`src/rtl/led_pwm_cfg.svh`:
```
// Offsets, field positions, reset values and timing counts of the LED output stage
`ifndef LED_PWM_CFG_SVH
`define LED_PWM_CFG_SVH
`define REG_MODE1 8'h00
`define REG_MODE2 8'h04
`define REG_STATE 8'h08
`define REG_GRP_DUTY 8'h0c
`define REG_GRP_FREQ 8'h10
`define REG_STATUS 8'h14
`define REG_DUTY_BASE 8'h20
`define MODE1_SLEEP_BIT 4
`define MODE2_BLINK_BIT 5
`define MODE2_INVERT_BIT 4
`define MODE2_TOTEM_BIT 2
`define MODE2_DIS_LSB 0
`define MODE1_RESET 8'h00
`define MODE2_RESET 8'h04
`define GRP_DUTY_RESET 8'hff
`define GRP_FREQ_RESET 8'h00
`define CLK_HZ 40000000
`define IND_PWM_HZ 97000
`define GRP_DIM_HZ 190
`define BLINK_MAX_HZ 24
// Cycles per individual PWM step: 256 steps per period, rounded down
`define IND_STEP_CYCLES ((`CLK_HZ / `IND_PWM_HZ) / 256)
`define DIM_STEP_CYCLES ((`CLK_HZ / `GRP_DIM_HZ) / 256)
`define BLINK_STEP_CYCLES ((`CLK_HZ / `BLINK_MAX_HZ) / 256)
`endif

```
`src/rtl/led_pwm_pkg.sv`:
```
// Types shared by the LED output stage
package led_pwm_pkg;
  typedef enum logic [1:0] {
    state_off,
    state_on,
    state_individual,
    state_group
  } chan_state_type;

  typedef struct packed {
    logic sleep;
    logic group_dim_blink_select;
    logic output_polarity_invert;
    logic totem_pole_drive_select;
    logic [1:0] disabled_output_state;
  } mode_type;

  typedef struct packed {
    logic [31:0] prdata;
    logic pready;
    logic pslverr;
  } apb_resp_type;
endpackage

```
`src/rtl/led_pwm_output_stage.sv`:
```
// LED output stage: per-channel PWM, group dim/blink, polarity and drive mapping, APB slave
`include "led_pwm_cfg.svh"
module led_pwm_output_stage #(
  parameter int CHANNELS = 8,
  parameter int IND_STEP = `IND_STEP_CYCLES,
  parameter int DIM_STEP = `DIM_STEP_CYCLES,
  parameter int BLINK_STEP = `BLINK_STEP_CYCLES
) (
  input wire logic pclk,
  input wire logic presetn,
  input wire logic psel,
  input wire logic penable,
  input wire logic pwrite,
  input wire logic [7:0] paddr,
  input wire logic [31:0] pwdata,
  output logic [31:0] prdata,
  output logic pready,
  output logic pslverr,
  input wire logic output_gate_n,
  output logic [CHANNELS-1:0] channel_output_pin_o,
  output logic [CHANNELS-1:0] channel_output_pin_oe
);
  localparam int SW = (IND_STEP > DIM_STEP) ? ((IND_STEP > BLINK_STEP) ? IND_STEP : BLINK_STEP) :
                      ((DIM_STEP > BLINK_STEP) ? DIM_STEP : BLINK_STEP);
  localparam int PW = $clog2(SW + 1);

  typedef struct packed {
    led_pwm_pkg::mode_type mode;
    logic [CHANNELS-1:0][1:0] channel_state_select;
    logic [CHANNELS-1:0][7:0] individual_duty_value;
    logic [7:0] group_duty_value;
    logic [7:0] group_period;
    logic [PW-1:0] ind_pre;
    logic [7:0] ind_cnt;
    logic [PW-1:0] grp_pre;
    logic [7:0] grp_sub;
    logic [7:0] grp_cnt;
    logic [CHANNELS-1:0] pin_o;
    logic [CHANNELS-1:0] pin_oe;
    led_pwm_pkg::apb_resp_type resp;
  } state_type;

  state_type state_reg;
  state_type state_next;

  // Pin level and enable for an active/inactive decision, in the enabled state
  function automatic logic [1:0] map_pin(input logic active, input logic totem);
    if (active) begin
      map_pin = 2'b01;
    end else if (totem) begin
      map_pin = 2'b11;
    end else begin
      map_pin = 2'b00;
    end
  endfunction

  // True while a counter sits below the duty value: value/256 of the period
  function automatic logic duty_on(input logic [7:0] cnt, input logic [7:0] duty);
    duty_on = cnt < duty;
  endfunction

  function automatic logic [PW-1:0] step_len(input logic blink);
    if (blink) begin
      step_len = PW'(BLINK_STEP - 1);
    end else begin
      step_len = PW'(DIM_STEP - 1);
    end
  endfunction

  function automatic logic duty_addr(input logic [7:0] a);
    logic low_ok;
    logic high_ok;
    low_ok = a >= `REG_DUTY_BASE;
    high_ok = a < (`REG_DUTY_BASE + 8'(4 * CHANNELS));
    duty_addr = low_ok && high_ok && (a[1:0] == 2'b00);
  endfunction

  function automatic logic [4:0] duty_index(input logic [7:0] a);
    logic [7:0] rel;
    rel = a - `REG_DUTY_BASE;
    duty_index = rel[6:2];
  endfunction

  // Mapped words: mode, state, group and status, then one duty word per channel
  function automatic logic addr_mapped(input logic [7:0] a);
    logic fixed;
    logic duty;
    fixed = (a == `REG_MODE1) || (a == `REG_MODE2) || (a == `REG_STATE);
    fixed = fixed || (a == `REG_GRP_DUTY) || (a == `REG_GRP_FREQ) || (a == `REG_STATUS);
    duty = duty_addr(a);
    addr_mapped = fixed || duty;
  endfunction

  // Unmapped and unaligned offsets read as zero, so a refused read leaks nothing
  function automatic logic [31:0] read_word(input state_type s, input logic [7:0] a, input logic grp);
    logic [31:0] word;
    word = 32'h0000_0000;
    case (a)
      `REG_MODE1: begin
        word = {27'h0, s.mode.sleep, 4'h0};
      end
      `REG_MODE2: begin
        word = {26'h0, s.mode.group_dim_blink_select, s.mode.output_polarity_invert, 1'b0,
                s.mode.totem_pole_drive_select, s.mode.disabled_output_state};
      end
      `REG_STATE: begin
        word = 32'(s.channel_state_select);
      end
      `REG_GRP_DUTY: begin
        word = {24'h0, s.group_duty_value};
      end
      `REG_GRP_FREQ: begin
        word = {24'h0, s.group_period};
      end
      `REG_STATUS: begin
        word = {16'h0, 7'h0, grp, s.pin_o};
      end
      default: begin
        if (duty_addr(a)) begin
          word = {24'h0, s.individual_duty_value[duty_index(a)]};
        end
      end
    endcase
    read_word = word;
  endfunction

  // Pin pair of one channel from its state select, both PWM terms and the mode bits
  function automatic logic [1:0] chan_pin(input logic [1:0] sel, input logic ind, input logic grp,
                                          input logic invert, input logic totem);
    led_pwm_pkg::chan_state_type kind;
    logic active;
    kind = led_pwm_pkg::chan_state_type'(sel);
    active = 1'b0;
    case (kind)
      led_pwm_pkg::state_off: begin
        active = invert;
      end
      led_pwm_pkg::state_on: begin
        active = !invert;
      end
      led_pwm_pkg::state_individual: begin
        if (invert) begin
          active = !ind;
        end else begin
          active = ind;
        end
      end
      led_pwm_pkg::state_group: begin
        // Inverting both terms means low while either is inactive
        if (invert) begin
          active = !ind || !grp;
        end else begin
          active = ind && grp;
        end
      end
      default: begin
        active = 1'b0;
      end
    endcase
    chan_pin = map_pin(active, totem);
  endfunction

  // Disabled-state field while the gate is high; the reserved code floats
  function automatic logic [1:0] gated_pin(input logic [1:0] dis, input logic totem);
    logic [1:0] pair;
    case (dis)
      2'b00: pair = 2'b01;
      2'b01: pair = map_pin(1'b0, totem);
      default: pair = 2'b00;
    endcase
    gated_pin = pair;
  endfunction

  logic setup_write;
  logic access;
  logic ind_active;
  logic grp_active;
  logic inv;
  logic [1:0] pin;

  assign access = psel && penable;
  assign setup_write = access && pwrite;

  always_comb begin
    state_next = state_reg;
    ind_active = 1'b0;
    pin = 2'b00;
    grp_active = duty_on(state_reg.grp_cnt, state_reg.group_duty_value);
    inv = state_reg.mode.output_polarity_invert;

    // Register bus: one wait-free access phase, writes at the access edge
    state_next.resp.pready = 1'b0;
    state_next.resp.pslverr = 1'b0;
    state_next.resp.prdata = 32'h0000_0000;
    if (psel && !penable) begin
      state_next.resp.pready = 1'b1;
      state_next.resp.pslverr = 1'b1;
      if (addr_mapped(paddr)) begin
        state_next.resp.pslverr = 1'b0;
      end
      if (!pwrite) begin
        state_next.resp.prdata = read_word(state_reg, paddr, grp_active);
      end
    end

    if (setup_write && state_reg.resp.pready) begin
      case (paddr)
        `REG_MODE1: state_next.mode.sleep = pwdata[`MODE1_SLEEP_BIT];
        `REG_MODE2: begin
          state_next.mode.group_dim_blink_select = pwdata[`MODE2_BLINK_BIT];
          state_next.mode.output_polarity_invert = pwdata[`MODE2_INVERT_BIT];
          state_next.mode.totem_pole_drive_select = pwdata[`MODE2_TOTEM_BIT];
          state_next.mode.disabled_output_state = pwdata[`MODE2_DIS_LSB +: 2];
        end
        `REG_STATE: state_next.channel_state_select = pwdata[2*CHANNELS-1:0];
        `REG_GRP_DUTY: state_next.group_duty_value = pwdata[7:0];
        `REG_GRP_FREQ: state_next.group_period = pwdata[7:0];
        default: begin
          if (duty_addr(paddr)) begin
            state_next.individual_duty_value[duty_index(paddr)] = pwdata[7:0];
          end
        end
      endcase
    end

    // Oscillator gated by sleep: counters and pins hold, so nothing blinks or dims
    if (!state_reg.mode.sleep) begin
      if (state_reg.ind_pre == PW'(IND_STEP - 1)) begin
        state_next.ind_pre = '0;
        state_next.ind_cnt = state_reg.ind_cnt + 8'h01;
      end else begin
        state_next.ind_pre = state_reg.ind_pre + PW'(1);
      end
      // One shared group counter serves dim or blink, never both
      if (state_reg.grp_pre >= step_len(state_reg.mode.group_dim_blink_select)) begin
        state_next.grp_pre = '0;
        // Blink step lasts period+1 base steps: 24 Hz at 0, 10.67 s at 255
        if (!state_reg.mode.group_dim_blink_select || state_reg.grp_sub == state_reg.group_period) begin
          state_next.grp_sub = 8'h00;
          state_next.grp_cnt = state_reg.grp_cnt + 8'h01;
        end else begin
          state_next.grp_sub = state_reg.grp_sub + 8'h01;
        end
      end else begin
        state_next.grp_pre = state_reg.grp_pre + PW'(1);
      end

      for (int i = 0; i < CHANNELS; i++) begin
        ind_active = duty_on(state_reg.ind_cnt, state_reg.individual_duty_value[i]);
        pin = chan_pin(state_reg.channel_state_select[i], ind_active, grp_active, inv,
                       state_reg.mode.totem_pole_drive_select);
        // The gate overrides the whole mapping, polarity included
        if (output_gate_n) begin
          pin = gated_pin(state_reg.mode.disabled_output_state, state_reg.mode.totem_pole_drive_select);
        end
        state_next.pin_o[i] = pin[1];
        state_next.pin_oe[i] = pin[0];
      end
    end
  end

  always_ff @(posedge pclk or negedge presetn) begin
    if (!presetn) begin
      state_reg <= '0;
      state_reg.mode.totem_pole_drive_select <= 1'b1;
      state_reg.group_duty_value <= `GRP_DUTY_RESET;
      state_reg.pin_o <= '1;
      state_reg.pin_oe <= '1;
    end else begin
      state_reg <= state_next;
    end
  end

  assign prdata = state_reg.resp.prdata;
  assign pready = state_reg.resp.pready;
  assign pslverr = state_reg.resp.pslverr;
  assign channel_output_pin_o = state_reg.pin_o;
  assign channel_output_pin_oe = state_reg.pin_oe;
endmodule

```
`config.mk`:
```
export PLATFORM = sky130hd
export DESIGN_NAME = led_pwm_output_stage
export DESIGN_NICKNAME = d
export VERILOG_FILES = /design/src/rtl/led_pwm_pkg.sv /design/src/rtl/led_pwm_output_stage.sv
export VERILOG_INCLUDE_DIRS = /design/src /design/src/rtl
export SDC_FILE = /design/constraint.sdc
export NUM_CORES = 1
export LEC_CHECK = 0
export BUFFER_PORTS_ARGS = -buffer_cell sky130_fd_sc_hd__clkbuf_2
export CAP_MARGIN = 20
export CORE_MARGIN = 2
export CORE_UTILIZATION = 61
export DETAILED_ROUTE_END_ITERATION = 8
export MAX_ROUTING_LAYER = met4
export PLACE_DENSITY = 0.9
export SLEW_MARGIN = 40
export SYNTH_ARGS = -nofsm -noshare
export SYNTH_HDL_FRONTEND = slang
export SYNTH_SLANG_ARGS = --single-unit
```
`constraint.sdc`:
```
create_clock -name pclk -period 2.5 [get_ports pclk]
set_clock_uncertainty 0.1 [all_clocks]
set_input_delay 0.375 -clock pclk [delete_from_list [all_inputs] [get_ports pclk]]
set_output_delay 0.375 -clock pclk [all_outputs]
set_load 0.02 [all_outputs]
```
=== Word level (Yosys, flattened, before mapping) ===
Index checks and enable logic that the tools add are counted.
W data, S select, Z words.

* Bits in registers: 202
* Output and inout bits: 50
* Word-level logic and storage cells: 215

* $add $sub $neg: 6
* $lt $le $gt $ge: 14
* Eq/ne operators: 31
* Muxes and demuxes: 65
* Bitwise operators: 2
* Reduce and logical (&&, ||, !) cells: 64

{| class="wikitable"
|+ Operators by type and width
! cell !! number
|-
| $pmux W16 S6 || 1
|-
| $lt A8 B8 Y1 || 9
|-
| $bwmux W64 || 1
|-
| $mux W13 || 4
|-
| $mux W2 || 17
|-
| $mux W34 || 1
|-
| $eq A2 B2 Y1 const B || 16
|-
| $mux W8 || 4
|-
| $pmux W1 S4 || 8
|-
| $add A13 B1 Y13 const B || 2
|-
| $mux W1 || 25
|-
| $add A8 B1 Y8 const B || 3
|-
| $bmux W8 S3 || 1
|-
| $demux W8 S3 || 1
|-
| $logic_not A2 Y1 || 10
|-
| $eq A2 B1 Y1 const B || 9
|-
| $eq A8 B4 Y1 const B || 2
|-
| $eq A8 B5 Y1 const B || 2
|-
| $mux W16 || 1
|-
| $logic_and A1 B1 Y1 || 15
|-
| $logic_or A1 B1 Y1 || 15
|-
| $reduce_and A2 Y1 || 7
|-
| $ge A13 B13 Y1 || 1
|-
| $logic_not A13 Y1 || 1
|-
| other kinds (13) || 26
|}

=== Depth between registers and ports, before layout ===
Gate-level depths: netlist of the first run.

* Word-level depth: 9
* Depth in mapped cells: 9

=== Worst setup path after synthesis of the first run ===
Ideal clock, no wire load.

* Kind: register to register
* Start: register state_reg[200] in the netlist's numbering
* End: register state_reg[54] in the netlist's numbering
* Library setup time: 0.125 ns
* Arrival: 2.017 ns
* Data required time: 2.275 ns
* Slack: 0.259 ns
* Cell stages (with the launch flop): 9
* Buffers on the path: 0
* Cells stage by stage: dfrtp_1 inv_1 ha_1 and4_1 o2111ai_2 a31oi_2 nand2_2 or3_1 xnor2_1

* Word-level cells in the longest chain between the ends: 4

{| class="wikitable"
|+ Ends and longest elaborated chain
! element !! line !! text
|-
| start, declared || led_pwm_output_stage.sv:43 || <nowiki>state_type state_reg;</nowiki>
|-
| start signal, assigned || led_pwm_output_stage.sv:270 || <nowiki>state_reg <= state_next;</nowiki>
|-
| $mux W13 || led_pwm_output_stage.sv:63 || <nowiki>if (blink) begin</nowiki>
|-
| $mux W13 || led_pwm_output_stage.sv:227 || <nowiki>if (!state_reg.mode.sleep) begin</nowiki>
|-
| $ge A13 B13 Y1 || led_pwm_output_stage.sv:235 || <nowiki>if (state_reg.grp_pre >= step_len(state_reg.mode.group_dim_blink_select)) begin</nowiki>
|-
| $reduce_and A3 Y1 (no line) * || n/a ||
|}

Mark *: on every way between the ends. The rest lies on a longest branch, timed or not. The select of a mux whose other input is x is not followed.
A chain may end at the register's enable or synchronous reset.

=== Worst setup path in the final report of the first run ===
* Start: register state_reg[109] in the netlist's numbering
* End: register state_reg, in the netlist channel_output_pin_o[4]

* Word-level cells in the longest chain between the ends: 8

{| class="wikitable"
|+ Ends and longest elaborated chain
! element !! line !! text
|-
| $lt A8 B8 Y1 * || led_pwm_output_stage.sv:59 || <nowiki>duty_on = cnt < duty;</nowiki>
|-
| $logic_not A1 Y1 || led_pwm_output_stage.sv:151 || <nowiki>active = !ind || !grp;</nowiki>
|-
| $logic_or A1 B1 Y1 || led_pwm_output_stage.sv:151 ||
|-
| $mux W1 * || led_pwm_output_stage.sv:150 || <nowiki>if (invert) begin</nowiki>
|-
| $pmux W1 S4 * || led_pwm_output_stage.sv:134 || <nowiki>case (kind)</nowiki>
|-
| $mux W1 * || led_pwm_output_stage.sv:227 ||
|-
| $mux W2 * || led_pwm_output_stage.sv:48 || <nowiki>if (active) begin</nowiki>
|-
| $mux W2 * || led_pwm_output_stage.sv:253 || <nowiki>if (output_gate_n) begin</nowiki>
|}

Marks and branches as above.

==> flow_summary.ini, run 1 <==
[yosys]
synth.distinct_cells = 65
async_reset_ff_frac = 1.00
syn_avg_cell_area_um2 = 10.5
syn_area_um2 = 10900
synth-edff-count = 0
synth.yosys.seq_area_share = 0.429
synth_common_cells = 161 x dfrtp_1, 81 x inv_1, 79 x nand2_1
ys_seq_elements = 186
ys_top_cells_by_area = dfrtp_1 37%, ha_1 8.7%, mux2_2 7.6%
synth_flop_cell = dfrtp_1
synth_top_area_cell = dfrtp_1
synth_most_common_cell = dfrtp_1
synth.top_cell.area_share = 0.369
synth_warnings = 0
synth_cells = 1045

[route]
wl_per_cell_um = 21.5
vias = 8680
drt-vias-per-instance = 6.47
wirelength_um = 28900
ant_nets = 0
firstDrtPassIters = 6
drtIter0Drc = 835
drc = 0

[placement]
hpwl_um = 20400
io_buffers = 63
dp.cells = 1299
placed_area_um2 = 11400
gp_congestion = 0.998

[timing]
slew_headroom = 0.458
timing.fmax_mhz = 385
setup_slack_ns = -0.0989
worst_pin_slew_ns = 0.808
setup_viol = 11
hold_viol_final = 0
period_share = 1.04
rsz0062_at_grt = yes
min_period_ns = 2.60
final-max-slew-violation-count = 0

[floorplan]
dieWidth_um = 138
io_pins = 96
dieArea_um2 = 19000
design.core.area_um2 = 17400
start_util = 0.628
rows = 48
die_height_um = 138

[cells_and_area]
utilization = 0.693
multi_input_area_um2 = 5530
syn2layout_area_growth_pct = 10.4
final_layout_size_suffix_gt1_frac = 0.268
design_area_um2 = 12100
regArea_um2 = 4690
diodes = 0
stdcell_count = 1341
fillers = 1176
final_net_count = 1225
largest_reg_flops = 151

[setup_path]
arrival_ns = 2.89
worstSetupEndpointType = flop
startpoint_type = flop
required_ns = 2.79
reg2reg_setup_slack_ns = -0.1
cp_max_fo = 8
path_class = reg2reg

[global_route]
track_usage = 0.321
antenna_found_initial = 0
grt_pass1_wl_um = 44600
grt_pass1_vias = 8609
grt_max_degree = 58
grt_overflow_total = 0

[cts]
htreeDepth = 4
cts_sinks = 186
clk_path_buf_depth = 2
numCtsBuffers = 17
worstSkewPairLatency_ns = 0.45
cts_tree = done
cts_root_buf = clkbuf_16
clk_pin_slew_ns = 0.07

[hold_path]
hp-class = in2reg

[pwr]
irDropWorstVdd_mv = 0.492
power_leakage_nw = 5.89
p_per_area_nw_per_um2 = 511

[status]
violations = setup timing
status = complete, but fails checks

[run]
maxCapViolations = 0
layout make-up:
type	count	share of cell area
multi-input combinational	704	0.458
sequential	186	0.388
timing repair buffer	112	0.0615
clock buffer	22	0.0376
inverter	82	0.0257
tap	225	0.0233
clock inverter	10	0.00591
worst max-delay path: stages (launching register included):
cell and delay [ns]:
dfstp_2 0.56, inv_4 0.04, ha_4 0.22, a2111o_1 0.45, a32oi_4 0.41, o211ai_1 0.27
buf_4 0.20, nand4_1 0.10, o221a_2 0.18
routing by layer:
metal,GRT usage,routed length (um)
met1,0.399,11100
met5,-,0
met2,0.505,13800
met3,0.0709,2710
met4,0.147,1250
worst paths after layout:
| path | from | to | cells past startpoint |
|---|---|---|---|
| max in group asynchronous | presetn | channel_output_pin_o[5] | 3 |
| worst min register to register | state_reg[57] | state_reg[57] | 1 |
| worst max-delay path | state_reg[109] | channel_output_pin_o[4] | 8 |
| worst min-delay path | pwdata[12] | state_reg[192] | 3 |
| worst max register to register | state_reg[109] | channel_output_pin_o[4] | 8 |
| min in group asynchronous | presetn | state_reg[50] | 2 |
cell families (layout without fill, tap and decap cells):
logic type,Yosys count,in the layout,synth area share
compound gates,174,174,0.108
fa+ha+maj,76,76,0.0870
flops,186,186,0.429
other cells,1,16,0.000343
buf+inv,170,226,0.0771
xor+xnor,43,43,0.0345
simple gates,292,292,0.142
mux,103,103,0.122
report_power, final:
group / switching, W / leakage, nW / internal, W
Clock: 0.00119 / 0.247 / 0.00130
Combinational: 0.000322 / 3.26 / 0.000198
Sequential: 0.0000672 / 2.38 / 0.00310
Total: 0.00158 / 5.89 / 0.00459
what timing repair did:
item,in CTS,in global routing
endpoints found under the setup margin,7,18
cloned,0,0
pin swaps,0,11
resized for setup,2,14
setup buffers,1,8
hold endpoints to repair,21,0
hold buffers,1,0
cell usage in the layout, fill, tap and decap left out, types with 12 or more instances in the layout:
| cell type | n |
|---|---|
| clkbuf_16 | 17 |
| clkbuf_2 | 62 |
| inv_1 | 80 |
| mux2i_1 | 12 |
| buf_4 | 44 |
| and3_1 | 17 |
| dfstp_2 | 25 |
| conb_1 | 16 |
| o21ai_0 | 65 |
| a21oi_1 | 25 |
| nand2_1 | 79 |
| mux2_2 | 74 |
| ha_1 | 75 |
| nand3_1 | 45 |
| nand4_1 | 18 |
| mux4_2 | 17 |
| nor2_1 | 32 |
| nand2b_1 | 33 |
| xnor2_1 | 26 |
| o211ai_1 | 15 |
| dfrtp_1 | 158 |
| and2_1 | 12 |
| xor2_1 | 17 |
per-stage QoR:
stage	total power [W]	setup WS (ns)	hold slack [ns]	TNS [ns]
floorplan	0.00355	0.259	-0.0206	0
global placement	0.00370	0.0794	0.142	0
detailed placement	0.00371	0.00429	0.147	0
CTS	0.00616	0.000849	0.0608	0
global route	0.00636	-0.119	0.0827	-0.791
finish	0.00617	-0.0989	0.0623	-0.370
Power figures use the tool's default switching activity.
==> inputs of run 2 (changes only) <==
ABC_AREA = 1   (was not set)
==> flow_summary.ini, run 2 <==
[yosys]
ys_top_cells_by_area = dfrtp_1 34%, nand2_1 12%, ha_1 8.1%
synth_warnings = 0
synth.distinct_cells = 47
syn_area_um2 = 11700
syn_avg_cell_area_um2 = 7.64
async_reset_ff_frac = 1.00
synth_cells = 1534
synth.top_cell.area_share = 0.344
synth_top_area_cell = dfrtp_1
synth_common_cells = 366 x nand2_1, 217 x inv_1, 161 x dfrtp_1
ys_seq_elements = 186
synth_most_common_cell = nand2_1
synth_flop_cell = dfrtp_1
synth.yosys.seq_area_share = 0.400
synth-edff-count = 0

[cells_and_area]
utilization = 0.678
final_net_count = 1697
final_layout_size_suffix_gt1_frac = 0.142
diodes = 0
fillers = 1432
syn2layout_area_growth_pct = 8.54
layout_commonest_cell = nand2_1
largest_reg_flops = 151
final_cell_mix = 365 x nand2_1, 214 x inv_1, 155 x dfrtp_1
regArea_um2 = 4690
stdcell_count = 1822
multi_input_area_um2 = 5650

[route]
wl_per_cell_um = 17.1
drc = 0
drt-vias-per-instance = 5.94
drtIter0Drc = 1246
wirelength_um = 31100
vias = 10800
ant_nets = 0
firstDrtPassIters = 6

[global_route]
top_usage_layer = met2
grt_max_degree = 59
use_met1 = 0.371
grt_pass1_vias = 10300
track_usage = 0.321
grt_use_met3 = 0.0626
antenna_found_initial = 0
met2_usage = 0.518
grt_overflow_total = 0
grt_pass1_wl_um = 49300

[timing]
worst_pin_slew_ns = 0.882
timing.fmax_mhz = 411
finalSetupTns_ns = 0
period_share = 0.974
final-max-slew-violation-count = 0
min_period_ns = 2.43
holdWs_ns = 0.0219
setup_viol = 0
slew_headroom = 0.412
hold_viol_final = 0

[cts]
cts_sinks = 186
cts_root_buf = clkbuf_16
htreeDepth = 4
worstSkewPairLatency_ns = 0.44
clk_path_buf_depth = 2
numCtsBuffers = 17
clk_pin_slew_ns = 0.06
cts_tree = done

[floorplan]
dieWidth_um = 143
die_height_um = 143
design.core.area_um2 = 18800
io_pins = 96
rows = 50
start_util = 0.624
dieArea_um2 = 20300

[pwr]
seqPwrFrac = 0.391
power_leakage_nw = 6.19
irDropWorstVdd_mv = 0.464
power.total_w = 0.00883
pwr-share-comb = 0.305
p_clk_frac = 0.304
p_sw_w = 0.00317
swShare = 0.358
p_per_area_nw_per_um2 = 695
internal_power_w = 0.00567

[placement]
io_buffers = 63
dp.cells = 1788
hpwl_um = 22100
gp_congestion = 1.02

[hold_path]
hp-class = in2reg
holdPathEnd = pready
min_path_cells = 2
hp-start = penable

[setup_path]
r2r_end = state_reg[64]
arrival_ns = 2.64
crit_slowest_cell = dfrtp_1
cpPeakStageDelay_ns = 0.45
required_ns = 2.71
path_class = reg2reg
r2r_start = state_reg[200]
path_common_cell = nand2_1
r2r_cells = 10
cp_cell_sequence = inv_2 -> ha_1 -> o211a_1 -> a211oi_1 -> nand2_1 -> nand2_1 -> clkinvlp_4 -> buf_12 -> nand3_1 -> o21ai_0
startpoint_type = flop
worstSetupEndpointType = flop
cp_max_fo = 16
reg2reg_setup_slack_ns = 0.07

[run]
maxCapViolations = 0

[status]
status = finished, final reports clean
## run 2: changes by cell type in the layout (fill, tap and decap cells not counted), sizes merged, moves of 49 or more
cell / delta
nand3: +49
nand2: +295
nor2: +73
o21ai: +78
mux2: -73
inv: +142
## run 2: worst max-delay path by stage
stage	start	endpoint	slack, ns	cells past startpoint
2_1_floorplan	state_reg[115]	channel_output_pin_oe[5]	0.43	14
3_3_place_gp	state_reg[113]	channel_output_pin_o[5]	0.22	15
3_5_place_dp	state_reg[200]	state_reg[64]	0.13	12
4_1_cts	state_reg[113]	channel_output_pin_oe[4]	0.04	14
5_1_grt	state_reg[200]	state_reg[64]	-0.11	10
6_report	state_reg[200]	state_reg[64]	0.07	10
## run 2: through the flow
stage                     worst slack (ns)  area (um2)
after floorplan                      0.428       11800
after global placement               0.218       12100
after detailed placement             0.129       12100
after CTS                           0.0434       12700
after global routing                -0.113       12700
final                               0.0653       12700
## run 2: logic make-up (layout without fill, tap and decap cells)
group           Yosys count  after routing  share of synthesized area
simple gates            649            649                      0.238
buf+inv                 322            361                      0.125
compound gates          266            266                      0.130
flops                   186            186                      0.400
fa+ha+maj                76             76                     0.0811
xor+xnor                 32             32                     0.0239
mux                       2              2                    0.00182
other cells               1             16                   0.000320
## run 2: cell type report
type / count / area share
clock buffers: 19 / 0.0356
clock inverters: 13 / 0.00994
inverters: 229 / 0.0679
multi-input cells: 1041 / 0.444
flip-flops and latches: 186 / 0.369
well taps: 234 / 0.0230
repair buffers: 100 / 0.0506
## run 2: what timing repair did
| action | CTS | global route |
|---|---|---|
| hold endpoints to repair | 46 | 0 |
| setup endpoints to repair | 0 | 27 |
| buffers inserted | 0 | 1 |
| hold buffers | 1 | 0 |
| gates resized for setup | 0 | 20 |
## run 2: worst max-delay path: cells and delay by family (launching register included)
family / cells / cell delay, ns
buffers and inverters: 3 / 0.46
and+or+nand+nor: 3 / 0.39
adders and majority gates: 1 / 0.33
DFF: 1 / 0.45
AOI/OAI and AO/OA: 3 / 0.57
## run 2: per-layer routing
metal,wire (um),share of wire
met4,1890,0.061
met1,11800,0.38
met2,15000,0.48
met5,0,0
met3,2460,0.079
## run 2: power by group through the flow
stage / Combinational, W / Clock [W] / Sequential [W]
6_report: 0.00270 / 0.00269 / 0.00345
5_1_grt: 0.00305 / 0.00284 / 0.00346
4_1_cts: 0.00262 / 0.00270 / 0.00343
3_5_place_dp: 0.00257 / 0 / 0.00348
3_3_place_gp: 0.00241 / 0 / 0.00347
2_1_floorplan: 0.00188 / 0 / 0.00339
